`config.mk`:
```
export PLATFORM = sky130hd
export DESIGN_NAME = motion_io
export DESIGN_NICKNAME = d
export VERILOG_FILES = /design/src/motion_io_pkg.sv /design/src/pin_sampler.sv /design/src/motion_io.sv
export VERILOG_INCLUDE_DIRS = /design/src
export SDC_FILE = /design/constraint.sdc
export NUM_CORES = 1
export LEC_CHECK = 0
export ABC_AREA = 1
export BUFFER_PORTS_ARGS = -buffer_cell sky130_fd_sc_hd__buf_2
export CORE_ASPECT_RATIO = 1.1
export CORE_UTILIZATION = 55
export CTS_BUF_LIST = sky130_fd_sc_hd__clkbuf_4
export CTS_CLUSTER_DIAMETER = 60
export DETAILED_ROUTE_END_ITERATION = 16
export PLACE_DENSITY = 0.81
export SETUP_SLACK_MARGIN = 0.2
export SYNTH_ARGS = -nofsm -noshare
export SYNTH_HDL_FRONTEND = slang
export SYNTH_SLANG_ARGS = --single-unit
```
`constraint.sdc`:
```
create_clock -name clk_i -period 1.9 [get_ports clk_i]
set_input_delay 0.38 -clock clk_i [delete_from_list [all_inputs] [get_ports clk_i]]
set_output_delay 0.38 -clock clk_i [all_outputs]
set_load 0.02 [all_outputs]
```
`src/motion_io_cfg.svh`:
```
/*
 * Register offsets, field positions, reset values and timing figures
 * for the motion task I/O expansion block.
 * Assumes a 32-bit classic Wishbone bus with byte addresses.
 */
`ifndef MOTION_IO_CFG_SVH
`define MOTION_IO_CFG_SVH

// ----------------------------------------
// register byte offsets
// ----------------------------------------
`define OFF_CTRL 8'h00
`define OFF_EVT 8'h04
`define OFF_TASK 8'h08
`define OFF_STAT 8'h0C
`define OFF_WARN 8'h10
`define OFF_PINS 8'h14
`define OFF_JOG 8'h18
`define OFF_SEQ 8'h1C

// ----------------------------------------
// field positions
// ----------------------------------------
`define CTRL_REF_IGNORE 0
`define CTRL_OUT5_CMP 1
`define CTRL_JOG_EN 2
`define EVT_START 0
`define EVT_NEXT 1
`define EVT_RESUME 2
`define EVT_JOG_GO 3
`define EVT_JOG_STOP 4
`define EVT_CLEAR 5
`define EVT_EARLY 6
`define EVT_W 7
`define STAT_IN_WIN 0
`define WARN_FERR 0
`define WARN_RESP 1
`define SEQ_FIRST 0
`define SEQ_NEXT 1

// ----------------------------------------
// reset values
// ----------------------------------------
`define CTRL_RST 3'h0
`define JOG_RST 16'h0000

// ----------------------------------------
// timing
// ----------------------------------------
`define CLK_PERIOD_NS 50
`define ADDR_TIME_NS 4000000
`define START_MAX_NS 2000000
`define OUT_MAX_NS 10000000

`endif

```
`src/motion_io_pkg.sv`:
```
/*
 * Types shared by the motion task I/O expansion block.
 * Assumes nothing beyond a SystemVerilog compiler.
 */
package motion_io_pkg;
    // jog input handling
    typedef enum logic [0:0] {
        JOG_IDLE,
        JOG_RUN
    } jog_state_t;
endpackage

```
`src/pin_sampler.sv`:
```
/*
 * Pin sampler: registers a group of controller input lines and
 * reports level, rising edge and falling edge per line.
 * Assumes the lines are already synchronous to clk_i.
 */
`timescale 1ns/1ps
module pin_sampler #(
    parameter int W = 14
) (
    input wire logic clk_i,
    input wire logic rst_i,
    input wire logic [W-1:0] pin_i,
    output logic [W-1:0] level_o,
    output logic [W-1:0] rise_o,
    output logic [W-1:0] fall_o
);
    logic [W-1:0] prev;

    // ----------------------------------------
    // sample and compare one line at a time
    // ----------------------------------------
    genvar g;
    generate
        for (g = 0; g < W; g++) begin : g_line
            always_ff @(posedge clk_i) begin
                if (rst_i) begin
                    level_o[g] <= 1'b0;
                    prev[g] <= 1'b0;
                end else begin
                    level_o[g] <= pin_i[g];
                    prev[g] <= level_o[g];
                end
            end
            // edges come from flops only, no glitch path from the pin
            assign rise_o[g] = level_o[g] & ~prev[g];
            assign fall_o[g] = ~level_o[g] & prev[g];
        end
    endgenerate
endmodule

```
`src/motion_io.sv`:
```
/*
 * Motion task I/O expansion: fourteen fixed-function controller
 * inputs, eight status outputs (pin 5 switchable to compare 0), a fault lamp, and a
 * classic Wishbone register file for the drive firmware.
 * Assumes pins synchronous to clk_i, 20 MHz, synchronous reset.
 */
`timescale 1ns/1ps
`include "motion_io_cfg.svh"
module motion_io
    import motion_io_pkg::*;
#(
    parameter int ADDR_CYCLES =
        (`ADDR_TIME_NS + `CLK_PERIOD_NS - 1) / `CLK_PERIOD_NS
) (
    input wire logic clk_i,
    input wire logic rst_i,
    input wire logic cyc_i,
    input wire logic stb_i,
    input wire logic we_i,
    input wire logic [7:0] adr_i,
    input wire logic [3:0] sel_i,
    input wire logic [31:0] dat_i,
    output logic [31:0] dat_o,
    output logic ack_o,
    input wire logic [7:0] task_select_i,
    input wire logic reference_i,
    input wire logic following_err_clear_i,
    input wire logic next_task_start_i,
    input wire logic jog_i,
    input wire logic task_resume_i,
    input wire logic task_start_i,
    input wire logic out_fault_i,
    output logic target_reached_o,
    output logic sequence_step_o,
    output logic following_err_n_o,
    output logic [5:1] position_compare_o,
    output logic fault_led_o
);
    localparam int CNT_W = $clog2(ADDR_CYCLES + 1);

    // ----------------------------------------
    // input sampling
    // ----------------------------------------
    logic [13:0] lvl;
    logic [13:0] rise;
    logic [13:0] fall;
    logic [7:0] sel_lvl;

    // bits 7:0 task_select_lsb..task_select_msb, then the command lines
    pin_sampler #(
        .W(14)
    ) u_pins (
        .clk_i(clk_i),
        .rst_i(rst_i),
        .pin_i({task_start_i, task_resume_i, jog_i, next_task_start_i,
            following_err_clear_i, reference_i, task_select_i}),
        .level_o(lvl),
        .rise_o(rise),
        .fall_o(fall)
    );

    assign sel_lvl = lvl[7:0];
    wire ref_lvl = lvl[8];
    wire clr_rise = rise[9];
    wire next_rise = rise[10];
    wire jog_rise = rise[11];
    wire jog_fall = fall[11];
    wire resume_rise = rise[12];
    wire start_rise = rise[13];

    // ----------------------------------------
    // wishbone slave
    // ----------------------------------------
    logic [2:0] ctrl;
    logic [`EVT_W-1:0] evt;
    logic [7:0] task_num;
    logic [6:0] stat;
    logic [1:0] warn;
    logic [15:0] jog_speed;
    logic [CNT_W-1:0] stable_cnt;
    logic next_pend;
    jog_state_t jog_state;

    function automatic logic hit(input logic [7:0] a, input logic [7:0] off);
        hit = (a[7:2] == off[7:2]);
    endfunction

    wire acc = cyc_i & stb_i & ~ack_o;
    wire wr = cyc_i & stb_i & we_i & ack_o; // lands at the edge the master sees ack
    wire wr_ctrl = wr & hit(adr_i, `OFF_CTRL) & sel_i[0];
    wire wr_evt = wr & hit(adr_i, `OFF_EVT) & sel_i[0];
    wire wr_stat = wr & hit(adr_i, `OFF_STAT) & sel_i[0];
    wire wr_warn = wr & hit(adr_i, `OFF_WARN) & sel_i[0];
    wire wr_seq = wr & hit(adr_i, `OFF_SEQ) & sel_i[0];
    wire ref_eff = ref_lvl & ~ctrl[`CTRL_REF_IGNORE];
    wire jog_rev = jog_speed[15];

    // ack one cycle after request, dropped the cycle after
    always_ff @(posedge clk_i) begin
        if (rst_i) begin
            ack_o <= 1'b0;
        end else begin
            ack_o <= acc;
        end
    end

    // read mux, unmapped addresses answer zero
    always_ff @(posedge clk_i) begin
        if (rst_i) begin
            dat_o <= 32'h0000_0000;
        end else if (acc && !we_i) begin
            if (hit(adr_i, `OFF_CTRL)) begin
                dat_o <= {29'h0, ctrl};
            end else if (hit(adr_i, `OFF_EVT)) begin
                dat_o <= {25'h0, evt};
            end else if (hit(adr_i, `OFF_TASK)) begin
                dat_o <= {16'h0, sel_lvl, task_num};
            end else if (hit(adr_i, `OFF_STAT)) begin
                dat_o <= {25'h0, stat};
            end else if (hit(adr_i, `OFF_WARN)) begin
                dat_o <= {30'h0, warn};
            end else if (hit(adr_i, `OFF_PINS)) begin
                dat_o <= {28'h0, jog_state == JOG_RUN, out_fault_i, jog_rev,
                    ref_eff};
            end else if (hit(adr_i, `OFF_JOG)) begin
                dat_o <= {16'h0, jog_speed};
            end else begin
                dat_o <= 32'h0000_0000;
            end
        end
    end

    // ----------------------------------------
    // configuration registers
    // ----------------------------------------
    // control bits
    always_ff @(posedge clk_i) begin
        if (rst_i) begin
            ctrl <= `CTRL_RST;
        end else if (wr_ctrl) begin
            ctrl <= dat_i[2:0];
        end
    end

    // signed jog speed, byte lanes honoured
    always_ff @(posedge clk_i) begin
        if (rst_i) begin
            jog_speed <= `JOG_RST;
        end else if (wr && hit(adr_i, `OFF_JOG)) begin
            if (sel_i[0]) begin
                jog_speed[7:0] <= dat_i[7:0];
            end
            if (sel_i[1]) begin
                jog_speed[15:8] <= dat_i[15:8];
            end
        end
    end

    // in-window and compare conditions from the position loop
    always_ff @(posedge clk_i) begin
        if (rst_i) begin
            stat <= 7'h00;
        end else if (wr_stat) begin
            stat <= dat_i[6:0];
        end
    end

    // ----------------------------------------
    // warnings
    // ----------------------------------------
    // firmware sets, clear input clears; a set in the same cycle wins
    always_ff @(posedge clk_i) begin
        if (rst_i) begin
            warn <= 2'h0;
        end else begin
            warn <= (warn & {2{~clr_rise}}) | (dat_i[1:0] & {2{wr_warn}});
        end
    end

    // ----------------------------------------
    // task select settling
    // ----------------------------------------
    // cycles since select lines last changed, saturating
    always_ff @(posedge clk_i) begin
        if (rst_i) begin
            stable_cnt <= '0;
        end else if (rise[7:0] != 8'h00 || fall[7:0] != 8'h00) begin
            stable_cnt <= '0;
        end else if (stable_cnt != CNT_W'(ADDR_CYCLES)) begin
            stable_cnt <= stable_cnt + CNT_W'(1);
        end
    end

    // latch the presented number on start so later changes do no harm
    always_ff @(posedge clk_i) begin
        if (rst_i) begin
            task_num <= 8'h00;
        end else if (start_rise) begin
            task_num <= sel_lvl;
        end
    end

    // ----------------------------------------
    // next task gating
    // ----------------------------------------
    // held until the running task is in its window
    always_ff @(posedge clk_i) begin
        if (rst_i) begin
            next_pend <= 1'b0;
        end else if (next_pend && stat[`STAT_IN_WIN]) begin
            next_pend <= 1'b0;
        end else if (next_rise) begin
            next_pend <= 1'b1;
        end
    end
    wire next_go = next_pend & stat[`STAT_IN_WIN];

    // ----------------------------------------
    // jog control
    // ----------------------------------------
    always_ff @(posedge clk_i) begin
        if (rst_i) begin
            jog_state <= JOG_IDLE;
        end else begin
            case (jog_state)
                JOG_IDLE: begin
                    if (jog_rise && ctrl[`CTRL_JOG_EN]) begin
                        jog_state <= JOG_RUN;
                    end
                end
                JOG_RUN: begin
                    if (jog_fall || !ctrl[`CTRL_JOG_EN]) begin
                        jog_state <= JOG_IDLE;
                    end
                end
                default: begin
                    jog_state <= JOG_IDLE;
                end
            endcase
        end
    end
    wire jog_go = jog_state == JOG_IDLE && jog_rise && ctrl[`CTRL_JOG_EN];
    wire jog_stop = jog_state == JOG_RUN && jog_fall;

    // ----------------------------------------
    // command events for the firmware
    // ----------------------------------------
    logic [`EVT_W-1:0] evt_set;
    always_comb begin
        evt_set = '0;
        evt_set[`EVT_START] = start_rise;
        evt_set[`EVT_NEXT] = next_go;
        evt_set[`EVT_RESUME] = resume_rise;
        evt_set[`EVT_JOG_GO] = jog_go;
        evt_set[`EVT_JOG_STOP] = jog_stop;
        evt_set[`EVT_CLEAR] = clr_rise;
        evt_set[`EVT_EARLY] = start_rise && stable_cnt != CNT_W'(ADDR_CYCLES);
    end

    // sticky, write one to clear, a new event beats the clear
    always_ff @(posedge clk_i) begin
        if (rst_i) begin
            evt <= '0;
        end else begin
            evt <= (evt & ~(dat_i[`EVT_W-1:0] & {`EVT_W{wr_evt}})) | evt_set;
        end
    end

    // ----------------------------------------
    // status outputs, one flop each
    // ----------------------------------------
    // pure level drive: a broken cable is not seen here
    always_ff @(posedge clk_i) begin
        if (rst_i) begin
            target_reached_o <= 1'b0;
            position_compare_o <= 5'h00;
            fault_led_o <= 1'b0;
        end else begin
            target_reached_o <= stat[`STAT_IN_WIN];
            position_compare_o <= stat[6:2];
            fault_led_o <= out_fault_i;
        end
    end

    // pin 5 carries compare 0 or the active-low following error
    always_ff @(posedge clk_i) begin
        if (rst_i) begin
            following_err_n_o <= 1'b1;
        end else if (ctrl[`CTRL_OUT5_CMP]) begin
            following_err_n_o <= stat[1];
        end else begin
            following_err_n_o <= ~warn[`WARN_FERR];
        end
    end

    // sequence step: low on a SEQ_FIRST write, toggles on each later SEQ_NEXT write
    always_ff @(posedge clk_i) begin
        if (rst_i) begin
            sequence_step_o <= 1'b0;
        end else if (wr_seq && dat_i[`SEQ_FIRST]) begin
            sequence_step_o <= 1'b0;
        end else if (wr_seq && dat_i[`SEQ_NEXT]) begin
            sequence_step_o <= ~sequence_step_o;
        end
    end
endmodule

```
==> results.toml, run 1 <==
[routing]
dr_total_vias = 4406
dr.pass1.iters = 5
via_per_inst = 5.24
drc = 0
drt_wl_total_mm = 10.9
ant_nets = 0
first_iter_violations = 222
wire_per_inst_um = 13.0

[worst_hold_path]
worst_hold_path.endpoint = "u_pins.level_o[11]"
holdCritPathClass = "in2reg"
worstHoldPathCells = 3
min_from = "jog_i"

[clock_tree]
hold_buffers = 0
cts-root-buf = "clkbuf_4"
cts_resized = 0
cts_sinks = 115
cts.clk_slew.worst_paths_ps = 110
insertion_delay_ps = 510
htree_levels = 4
cts_tree = "done"
post-cts-setup-buffers = 0
clk_path_buf_depth = 2
cts_made_buffers = 17

[finish]
diodes = 0
utilization_pct = 65.1
area_growth_pct = 13.8
layout.nets = 783
drive_gt1_share_pct = 20.5

[sta]
clock_skew_ps = 14.3
setup_slack_ps = 337
period_needed_ps = 1560
max_freq_mhz = 640
hold_ws_ps = 63.0
relSlewSlack_pct = 54.0
min_period_over_period_pct = 82.3
maxSlewViolCount = 0
rsz0062_at_grt = "true"
tns_ps = 0
finalHoldViolCount = 0
setup-violations-final = 0
tightest_slew_ps = 690

[die]
initial_utilization_pct = 57.2
die_area_um2 = 9160
die_h_um = 100
coreArea_um2 = 8450
num_io_pins = 106
die_w_um = 91.4
num_rows = 35

[worst_setup_path]
worstPathCellList = "ha_1 -> nand2_2 -> nor3_4 -> nand2_2 -> nor2_2 -> nand2_2 -> nor2_1 -> nor2_1 -> nor3_2"
critical_path_required_ps = 2340
max_stage_delay_ps = 400
reg2reg_from = "stable_cnt[1]"
crit_fanout = 4
cp_common_cell = "nand2_2"
start_kind = "flop"
endpoint_kind = "flop"
cp_slowest_cell = "dfxtp_1"
r2r_end = "stable_cnt[14]"
crit_arrival_ps = 2000
rrSetupSlack_ps = 340
critPathKind = "reg2reg"
r2r_cells = 9

[power_and_ir_drop]
p_comb_share_pct = 6.6
p_int_mw = 3.20
p_switching_mw = 1.14
power_density_nw_per_um2 = 790
vdd_drop_max_mv = 0.540
leakage_nw = 2.34
clock_power_share_pct = 36.3
seqPwrFrac_pct = 57.1
p_sw_share_pct = 26.3

[grt]
grt_pass1_vias = 4145
antenna_found_initial = 0
grt_pass1_wl_mm = 18.1
grt_max_degree = 70
overflow = 0
track_usage_pct = 25.2

[run_status]
status = "completed"

[synth]
synth_area_um2 = 4830
yosysSeqAreaShare_pct = 47.6
synth-compound-area-share_pct = 14.3
yosysWarnings = 0
synth_area_leaders = "dfxtp_1 48%, nor2_1 7.1%, nand2_1 6.8%"
synth_top_cell_area_share_pct = 47.6
avgSynthCellArea_um2 = 7.56
synthDistinctLibCells = 34
synthCells = 639
synth-seq-cells = 115
synthAdderAreaFrac_pct = 0.518
synth_top_area_cell = "dfxtp_1"
synthMuxAreaShare_pct = 0
synth-simple-area-share_pct = 25.4
synth_top_family_by_area = "simple AND/OR/NAND/NOR gates"
synth-xor-area-share_pct = 0.363

[placement]
io_buffers = 69
gp_congestion = 0.905
pre_cts_ws_ps = 127
hpwl_mm = 7.90

[flow_run]
cap_violations = 0
==> routing by layer <==
layer  vias to the layer above  global-route usage (%)  wire (µm)
li1                       2186                       -          -
met1                      2035                    27.8       4420
met2                       150                    44.5       5580
met3                        35                    6.14        527
met4                         0                    14.5        374
met5                         -                       0          0
==> power groups by stage <==
stage / Clock, mW / Combinational, mW / Sequential [mW]
finish: 1.58 / 0.287 / 2.48
global route: 1.73 / 0.320 / 2.49
CTS: 1.60 / 0.286 / 2.48
detailed placement: 0 / 0.284 / 2.54
global placement: 0 / 0.277 / 2.53
floorplan: 0 / 0.205 / 2.53
==> state kept, by name, summed over array words and instances (netlist names), 5 cells and up <==
signal / cells
dat_o: 16
evt: 7
jog_speed: 16
position_compare_o: 5
stable_cnt: 17
stat: 7
task_num: 8
u_pins.level_o: 14
u_pins.prev: 13
==> Yosys cell counts <==
cell type  number
a211oi_1        5
a211oi_2        2
a21oi_1        62
a32o_1          1
buf_2           3
buf_4          19
buf_6           2
clkbuf_1       13
clkinv_1        1
conb_1          1
dfxtp_1       115
ha_1            2
inv_1          84
inv_2           4
nand2_1        88
nand2_2         7
nand3_1        26
nand3_2         1
nand4_1         7
nor2_1         91
nor2_2          4
nor2_4          4
nor3_1         17
nor3_2         10
nor3_4          1
nor3b_2         2
nor4_1          3
o21a_1          1
o21ai_0        53
o21ai_1         2
o221ai_1        1
o22ai_1         3
or2_2           2
xor2_1          2
==> area by class of cell <==
class / instances / area (µm²)
Fill cell: 751 / 2950
Clock buffer: 18 / 135
Inverter: 89 / 334
Multi-Input combinational cell: 413 / 2030
Clock inverter: 14 / 116
Sequential cell: 115 / 2300
Timing Repair Buffer: 81 / 448
Tap cell: 111 / 139
==> critical path, delay by kind of cell, from the launching register on <==
family,cells,cell delay (ps)
flops,1,400
simple gates,8,890
fa+ha+maj,1,220
==> cell families (layout without fill, tap and decap cells) <==
group,Yosys count,count (layout)
AO/OA/AOI/OAI,130,130
XOR/XNOR,2,2
other,1,16
AND/OR/NAND/NOR,263,263
buffers and inverters,126,202
flip-flops,115,115
adder cells (fa/ha/maj),2,2
==> how the worst max path moves through the flow <==
stage | from | to | slack (ps) | cells after the start
final | stable_cnt[1] | stable_cnt[14] | 340 | 9
after global routing | stable_cnt[1] | stable_cnt[14] | 180 | 9
after CTS | stable_cnt[1] | stable_cnt[14] | 280 | 9
after detailed placement | adr_i[5] | jog_speed[1] | 130 | 9
after global placement | adr_i[5] | jog_speed[2] | 170 | 9
after floorplan | stable_cnt[1] | stable_cnt[14] | 490 | 8
==> cells in the final DEF, fill, tap and decap left out, drive strengths merged <==
| master | count |
|---|---|
| nor3 | 28 |
| clkinvlp | 3 |
| nor4 | 3 |
| dfxtp | 115 |
| xor2 | 2 |
| nand2 | 95 |
| clkinv | 11 |
| o21ai | 55 |
| ha | 2 |
| nand3 | 27 |
| conb | 16 |
| o22ai | 3 |
| o221ai | 1 |
| inv | 88 |
| a211oi | 7 |
| or2 | 2 |
| buf | 81 |
| a32o | 1 |
| o21a | 1 |
| nor3b | 2 |
| nor2 | 99 |
| nand4 | 7 |
| bufinv | 1 |
| clkbuf | 18 |
| a21oi | 62 |
==> metrics by stage <==
stage          power, mW  cells  cell area (µm²)
6_report            4.35    841             5500
3_5_place_dp        2.82    809             5250
3_3_place_gp        2.81    809             5250
2_1_floorplan       2.74    654             4890
4_1_cts             4.37    841             5500
5_1_grt             4.54    841             5500
Power figures use the tool's default switching activity.
==> run 2: changes to the inputs <==
==> constraint.sdc (replaced) <==
create_clock -name clk_i -period 1.5 [get_ports clk_i]
set_input_delay 0.3 -clock clk_i [delete_from_list [all_inputs] [get_ports clk_i]]
set_output_delay 0.3 -clock clk_i [all_outputs]
set_load 0.02 [all_outputs]
==> results.toml, run 2 (same netlist as run 1, synthesis figures left out) <==
[run_status]
status = "completed"

[routing]
via_per_inst = 5.31
first_iter_violations = 427
drc = 0
ant_nets = 0
dr.pass1.iters = 5
dr_total_vias = 4902
wire_per_inst_um = 15.1
drt_wl_total_mm = 14.0

[sta]
rsz0062_at_grt = "true"
clock_skew_ps = 11.1
min_period_over_period_pct = 95.9
maxSlewViolCount = 0
setup-violations-final = 0
finalHoldViolCount = 0
setup_slack_ps = 61.9
period_needed_ps = 1440
max_freq_mhz = 695

[worst_setup_path]
crit_arrival_ps = 1900
crit_fanout = 4
critPathKind = "reg2reg"
start_kind = "flop"
cp_slowest_cell = "dfxtp_2"
worst-path-buf-inv = 1
critical_path_required_ps = 1960
worstPathCellList = "buf_6 -> nand4_1 -> nor4_4 -> nand2_2 -> xor2_1 -> nor2_1"
cpLargestDelayFamily = "simple AND/OR/NAND/NOR gates"
endpoint_kind = "flop"
max_stage_delay_ps = 360

[finish]
drive_gt1_share_pct = 40.3
area_growth_pct = 43.2
largest_reg_flops = 17
regMostFlops = "stable_cnt"
most-common-layout-cells = "85 x nor2_1, 75 x dfxtp_1, 73 x nand2_1, 68 x inv_1, 58 x buf_4"
top_regs = "stable_cnt (17), dat_o (16), jog_speed (16)"
fin_cells = 924
fill_cells = 538
layout.nets = 866
diodes = 0
postLayoutCellArea_um2 = 6920
final_common_cell = "nor2_1"

[clock_tree]
cts_tree = "done"
cts_made_buffers = 17
cts.clk_slew.worst_paths_ps = 100
htree_levels = 4
cts_sinks = 115
cts-root-buf = "clkbuf_4"
insertion_delay_ps = 530
clk_path_buf_depth = 2

[placement]
dpl-instance-area_um2 = 5440
place_inst = 831
io_buffers = 69
hpwl_mm = 8.33
gp_congestion = 0.917
pre_cts_ws_ps = -160

[worst_hold_path]
holdCritPathClass = "in2reg"

[power_and_ir_drop]
p_int_mw = 4.51
seqPwrFrac_pct = 51.9
power_density_nw_per_um2 = 876
vdd_drop_max_mv = 1.10
p_comb_share_pct = 8.6
p_switching_mw = 1.55
power_mw = 6.07
p_sw_share_pct = 25.6
clock_power_share_pct = 39.6
leakage_nw = 3.02

[die]
die_w_um = 91.4
num_rows = 35
num_io_pins = 106
initial_utilization_pct = 57.2
die_area_um2 = 9160
coreArea_um2 = 8450
die_h_um = 100

[grt]
grt_pass1_wl_mm = 20.6
track_usage_pct = 28.9
overflow = 0
grt_max_degree = 70
antenna_found_initial = 0
grt_pass1_vias = 4664

[flow_run]
cap_violations = 0
==> run 2: cell type report <==
cell class | instances | area [µm²] | area share [%]
clock buffer | 19 | 143 | 2.06
timing repair buffer | 163 | 1370 | 19.8
inverter | 89 | 352 | 5.08
sequential | 115 | 2360 | 34.2
multi-input combinational | 414 | 2390 | 34.6
clock inverter | 13 | 160 | 2.31
tap | 111 | 139 | 2.01
==> run 2: through the flow <==
stage	setup TNS, ps	utilization (%)	hold WS, ps
6_report	0	81.9	16.3
2_1_floorplan	0	-	402
3_5_place_dp	-1480	64.4	414
3_3_place_gp	-11.3	64.4	411
5_1_grt	-50.0	81.9	20.8
4_1_cts	0	76.3	2.42
==> run 2: path summary, 6_finish.rpt <==
path	start	endpoint	slack, ps	depth (start not counted)
setup reg to reg	stable_cnt[7]	stable_cnt[0]	60	6
hold / removal	dat_i[15]	jog_speed[15]	20	3
setup / recovery	stable_cnt[7]	stable_cnt[0]	60	6
hold reg to reg	u_pins.level_o[9]	u_pins.prev[9]	430	2
==> run 2: tightest hold or removal path, stage by stage <==
cell and delay (ps):
buf_2 80, nor3_1 50, nor2_1 90
==> run 2: power groups by stage <==
| stage | clock, mW | combinational [mW] | sequential [mW] |
|---|---|---|---|
| after floorplan | 0 | 0.260 | 3.21 |
| after global placement | 0 | 0.371 | 3.21 |
| after detailed placement | 0 | 0.383 | 3.21 |
| after CTS | 2.41 | 0.447 | 3.14 |
| after global routing | 2.57 | 0.561 | 3.15 |
| final | 2.40 | 0.521 | 3.15 |
==> run 2: layer usage <==
| layer | vias up | wire, µm | global-route usage, % |
|---|---|---|---|
| met4 | 0 | 445 | 14.2 |
| met3 | 53 | 742 | 6.29 |
| met5 | - | 0 | 0 |
| met1 | 2272 | 5360 | 30.9 |
| li1 | 2355 | - | - |
| met2 | 222 | 7420 | 53.9 |
==> run 2: what timing repair did <==
| item | in CTS | in global routing |
|---|---|---|
| pin swaps | 12 | 29 |
| setup buffers | 20 | 19 |
| gates resized for setup | 132 | 97 |
| cloned | 0 | 2 |
| setup endpoints to repair | 76 | 78 |
| hold buffers | 20 | 0 |
| endpoints found under the hold margin | 20 | 0 |
==> run 3: changes to the inputs <==
--- a/config.mk
+++ b/config.mk
@@ -13,8 +13,10 @@
 export CTS_BUF_LIST = sky130_fd_sc_hd__clkbuf_4
 export CTS_CLUSTER_DIAMETER = 60
 export DETAILED_ROUTE_END_ITERATION = 16
-export PLACE_DENSITY = 0.81
+export GPL_TIMING_DRIVEN = 1
+export PLACE_DENSITY = 0.8
 export SETUP_SLACK_MARGIN = 0.2
 export SYNTH_ARGS = -nofsm -noshare
 export SYNTH_HDL_FRONTEND = slang
+export SYNTH_HIERARCHICAL = 1
 export SYNTH_SLANG_ARGS = --single-unit
==> results.toml, run 3 <==
[worst_hold_path]
holdCritPathClass = "in2reg"

[synth]
yosysWarnings = 6
synth_area_um2 = 4870
avgSynthCellArea_um2 = 7.39
synthCells = 659

[routing]
dr.pass1.iters = 5
via_per_inst = 5.70
wire_per_inst_um = 18.4
ant_nets = 0
drt_wl_total_mm = 17.2
dr_total_vias = 5321
drc = 0
first_iter_violations = 524

[sta]
hold_ws_ps = 22.8
rsz0062_at_grt = "true"
clock_skew_ps = 32.0
relSlewSlack_pct = 66.1
setup_slack_ps = -151
maxSlewViolCount = 0
max_freq_mhz = 606
min_period_over_period_pct = 110
setup-violations-final = 6
tns_ps = -340
finalHoldViolCount = 0
period_needed_ps = 1650
tightest_slew_ps = 508

[clock_tree]
cts_tree = "done"
cts.clk_slew.worst_paths_ps = 130
insertion_delay_ps = 550
htree_levels = 4
cts_made_buffers = 17
cts-root-buf = "clkbuf_4"
clk_path_buf_depth = 2
cts_sinks = 115

[die]
num_rows = 35
die_h_um = 101
die_area_um2 = 9230
num_io_pins = 106
die_w_um = 91.7
initial_utilization_pct = 57.3
coreArea_um2 = 8500

[run_status]
failed_checks = "setup timing"
status = "finished, violations left"

[placement]
pre_cts_ws_ps = -96.0
dpl-instance-area_um2 = 5470
hpwl_mm = 8.17
gp_congestion = 0.867
place_inst = 849
io_buffers = 69

[grt]
grt_pass1_vias = 4807
busiest_layer = "met2"
grt_pass1_wl_mm = 21.9
met1_usage_pct = 35.3
met3_usage_pct = 7.39
grt_use_met2_pct = 53.0
track_usage_pct = 30.1
antenna_found_initial = 0
overflow = 0
grt_max_degree = 64

[worst_setup_path]
worst-path-buf-inv = 1
start_kind = "flop"
critical_path_required_ps = 1970
cp_slowest_cell = "dfxtp_1"
max_stage_delay_ps = 420
crit_arrival_ps = 2120
cp_common_cell = "nand2_1"
cpLargestDelayFamily = "simple AND/OR/NAND/NOR gates"
worstPathCellList = "nand2_1 -> inv_1 -> nand2_1 -> nor2_4 -> nand2_2 -> nor2_4 -> nand2_2 -> nor2_1 -> nand2_1 -> a21oi_1"
endpoint_kind = "flop"
crit_fanout = 3
critPathKind = "reg2reg"

[power_and_ir_drop]
vdd_drop_max_mv = 0.621
leakage_nw = 3.02
power_density_nw_per_um2 = 907
power_mw = 6.44

[finish]
regMostFlops = "stable_cnt"
layout.nets = 877
postLayoutCellArea_um2 = 7100
final_common_cell = "inv_1"
top_regs = "stable_cnt (17), dat_o (16), jog_speed (16)"
drive_gt1_share_pct = 40.2
diodes = 0
most-common-layout-cells = "112 x inv_1, 93 x nor2_1, 80 x dfxtp_1, 61 x nand2_1, 51 x a21oi_1"
utilization_pct = 83.6
area_growth_pct = 45.8
fin_cells = 934
largest_reg_flops = 17

[flow_run]
cap_violations = 0
[run 3: path summary, 6_finish.rpt]
path	start	endpoint	slack [ps]	cells after the start
worst min register to register	u_pins/level_o[4]	u_pins/prev[4]	440	2
worst min-delay path	dat_i[15]	jog_speed[15]	20	3
worst max-delay path	stable_cnt[4]	stable_cnt[11]	-150	10
worst max register to register	stable_cnt[4]	stable_cnt[11]	-150	10
[run 3: layer usage]
| layer | share of wire (%) | up-vias | wire length, µm |
|---|---|---|---|
| met5 | 0 | - | 0 |
| met4 | 6.6 | 0 | 1130 |
| met3 | 9.3 | 107 | 1600 |
| met2 | 49 | 396 | 8430 |
| met1 | 35 | 2468 | 6010 |
| li1 | - | 2350 | - |
[run 3: tightest hold or removal path, stage by stage]
cell	delay, ps
buf_2	90
o21ai_2	60
a21oi_2	90
[run 3: what timing repair did]
item                       4_1_cts  5_1_grt
setup endpoints to repair       72       88
cloned                           2        2
hold endpoints to repair        15        0
gates resized for setup        125      137
pin swaps                       27       33
hold buffers                    15        0
buffers inserted                14       21
[run 3: where the power goes]
part	leakage, nW	switching [mW]	internal [mW]
clock	0.173	1.23	1.50
combinational	1.90	0.345	0.219
sequential	0.951	0.0432	3.11
[run 3: layout make-up]
type	count	area [µm²]
inverters	125	510
multi-input cells	400	2420
repair buffers	152	1340
clock inverters	12	188
fillers	459	1400
flip-flops and latches	115	2360
clock buffers	19	143
well taps	111	139
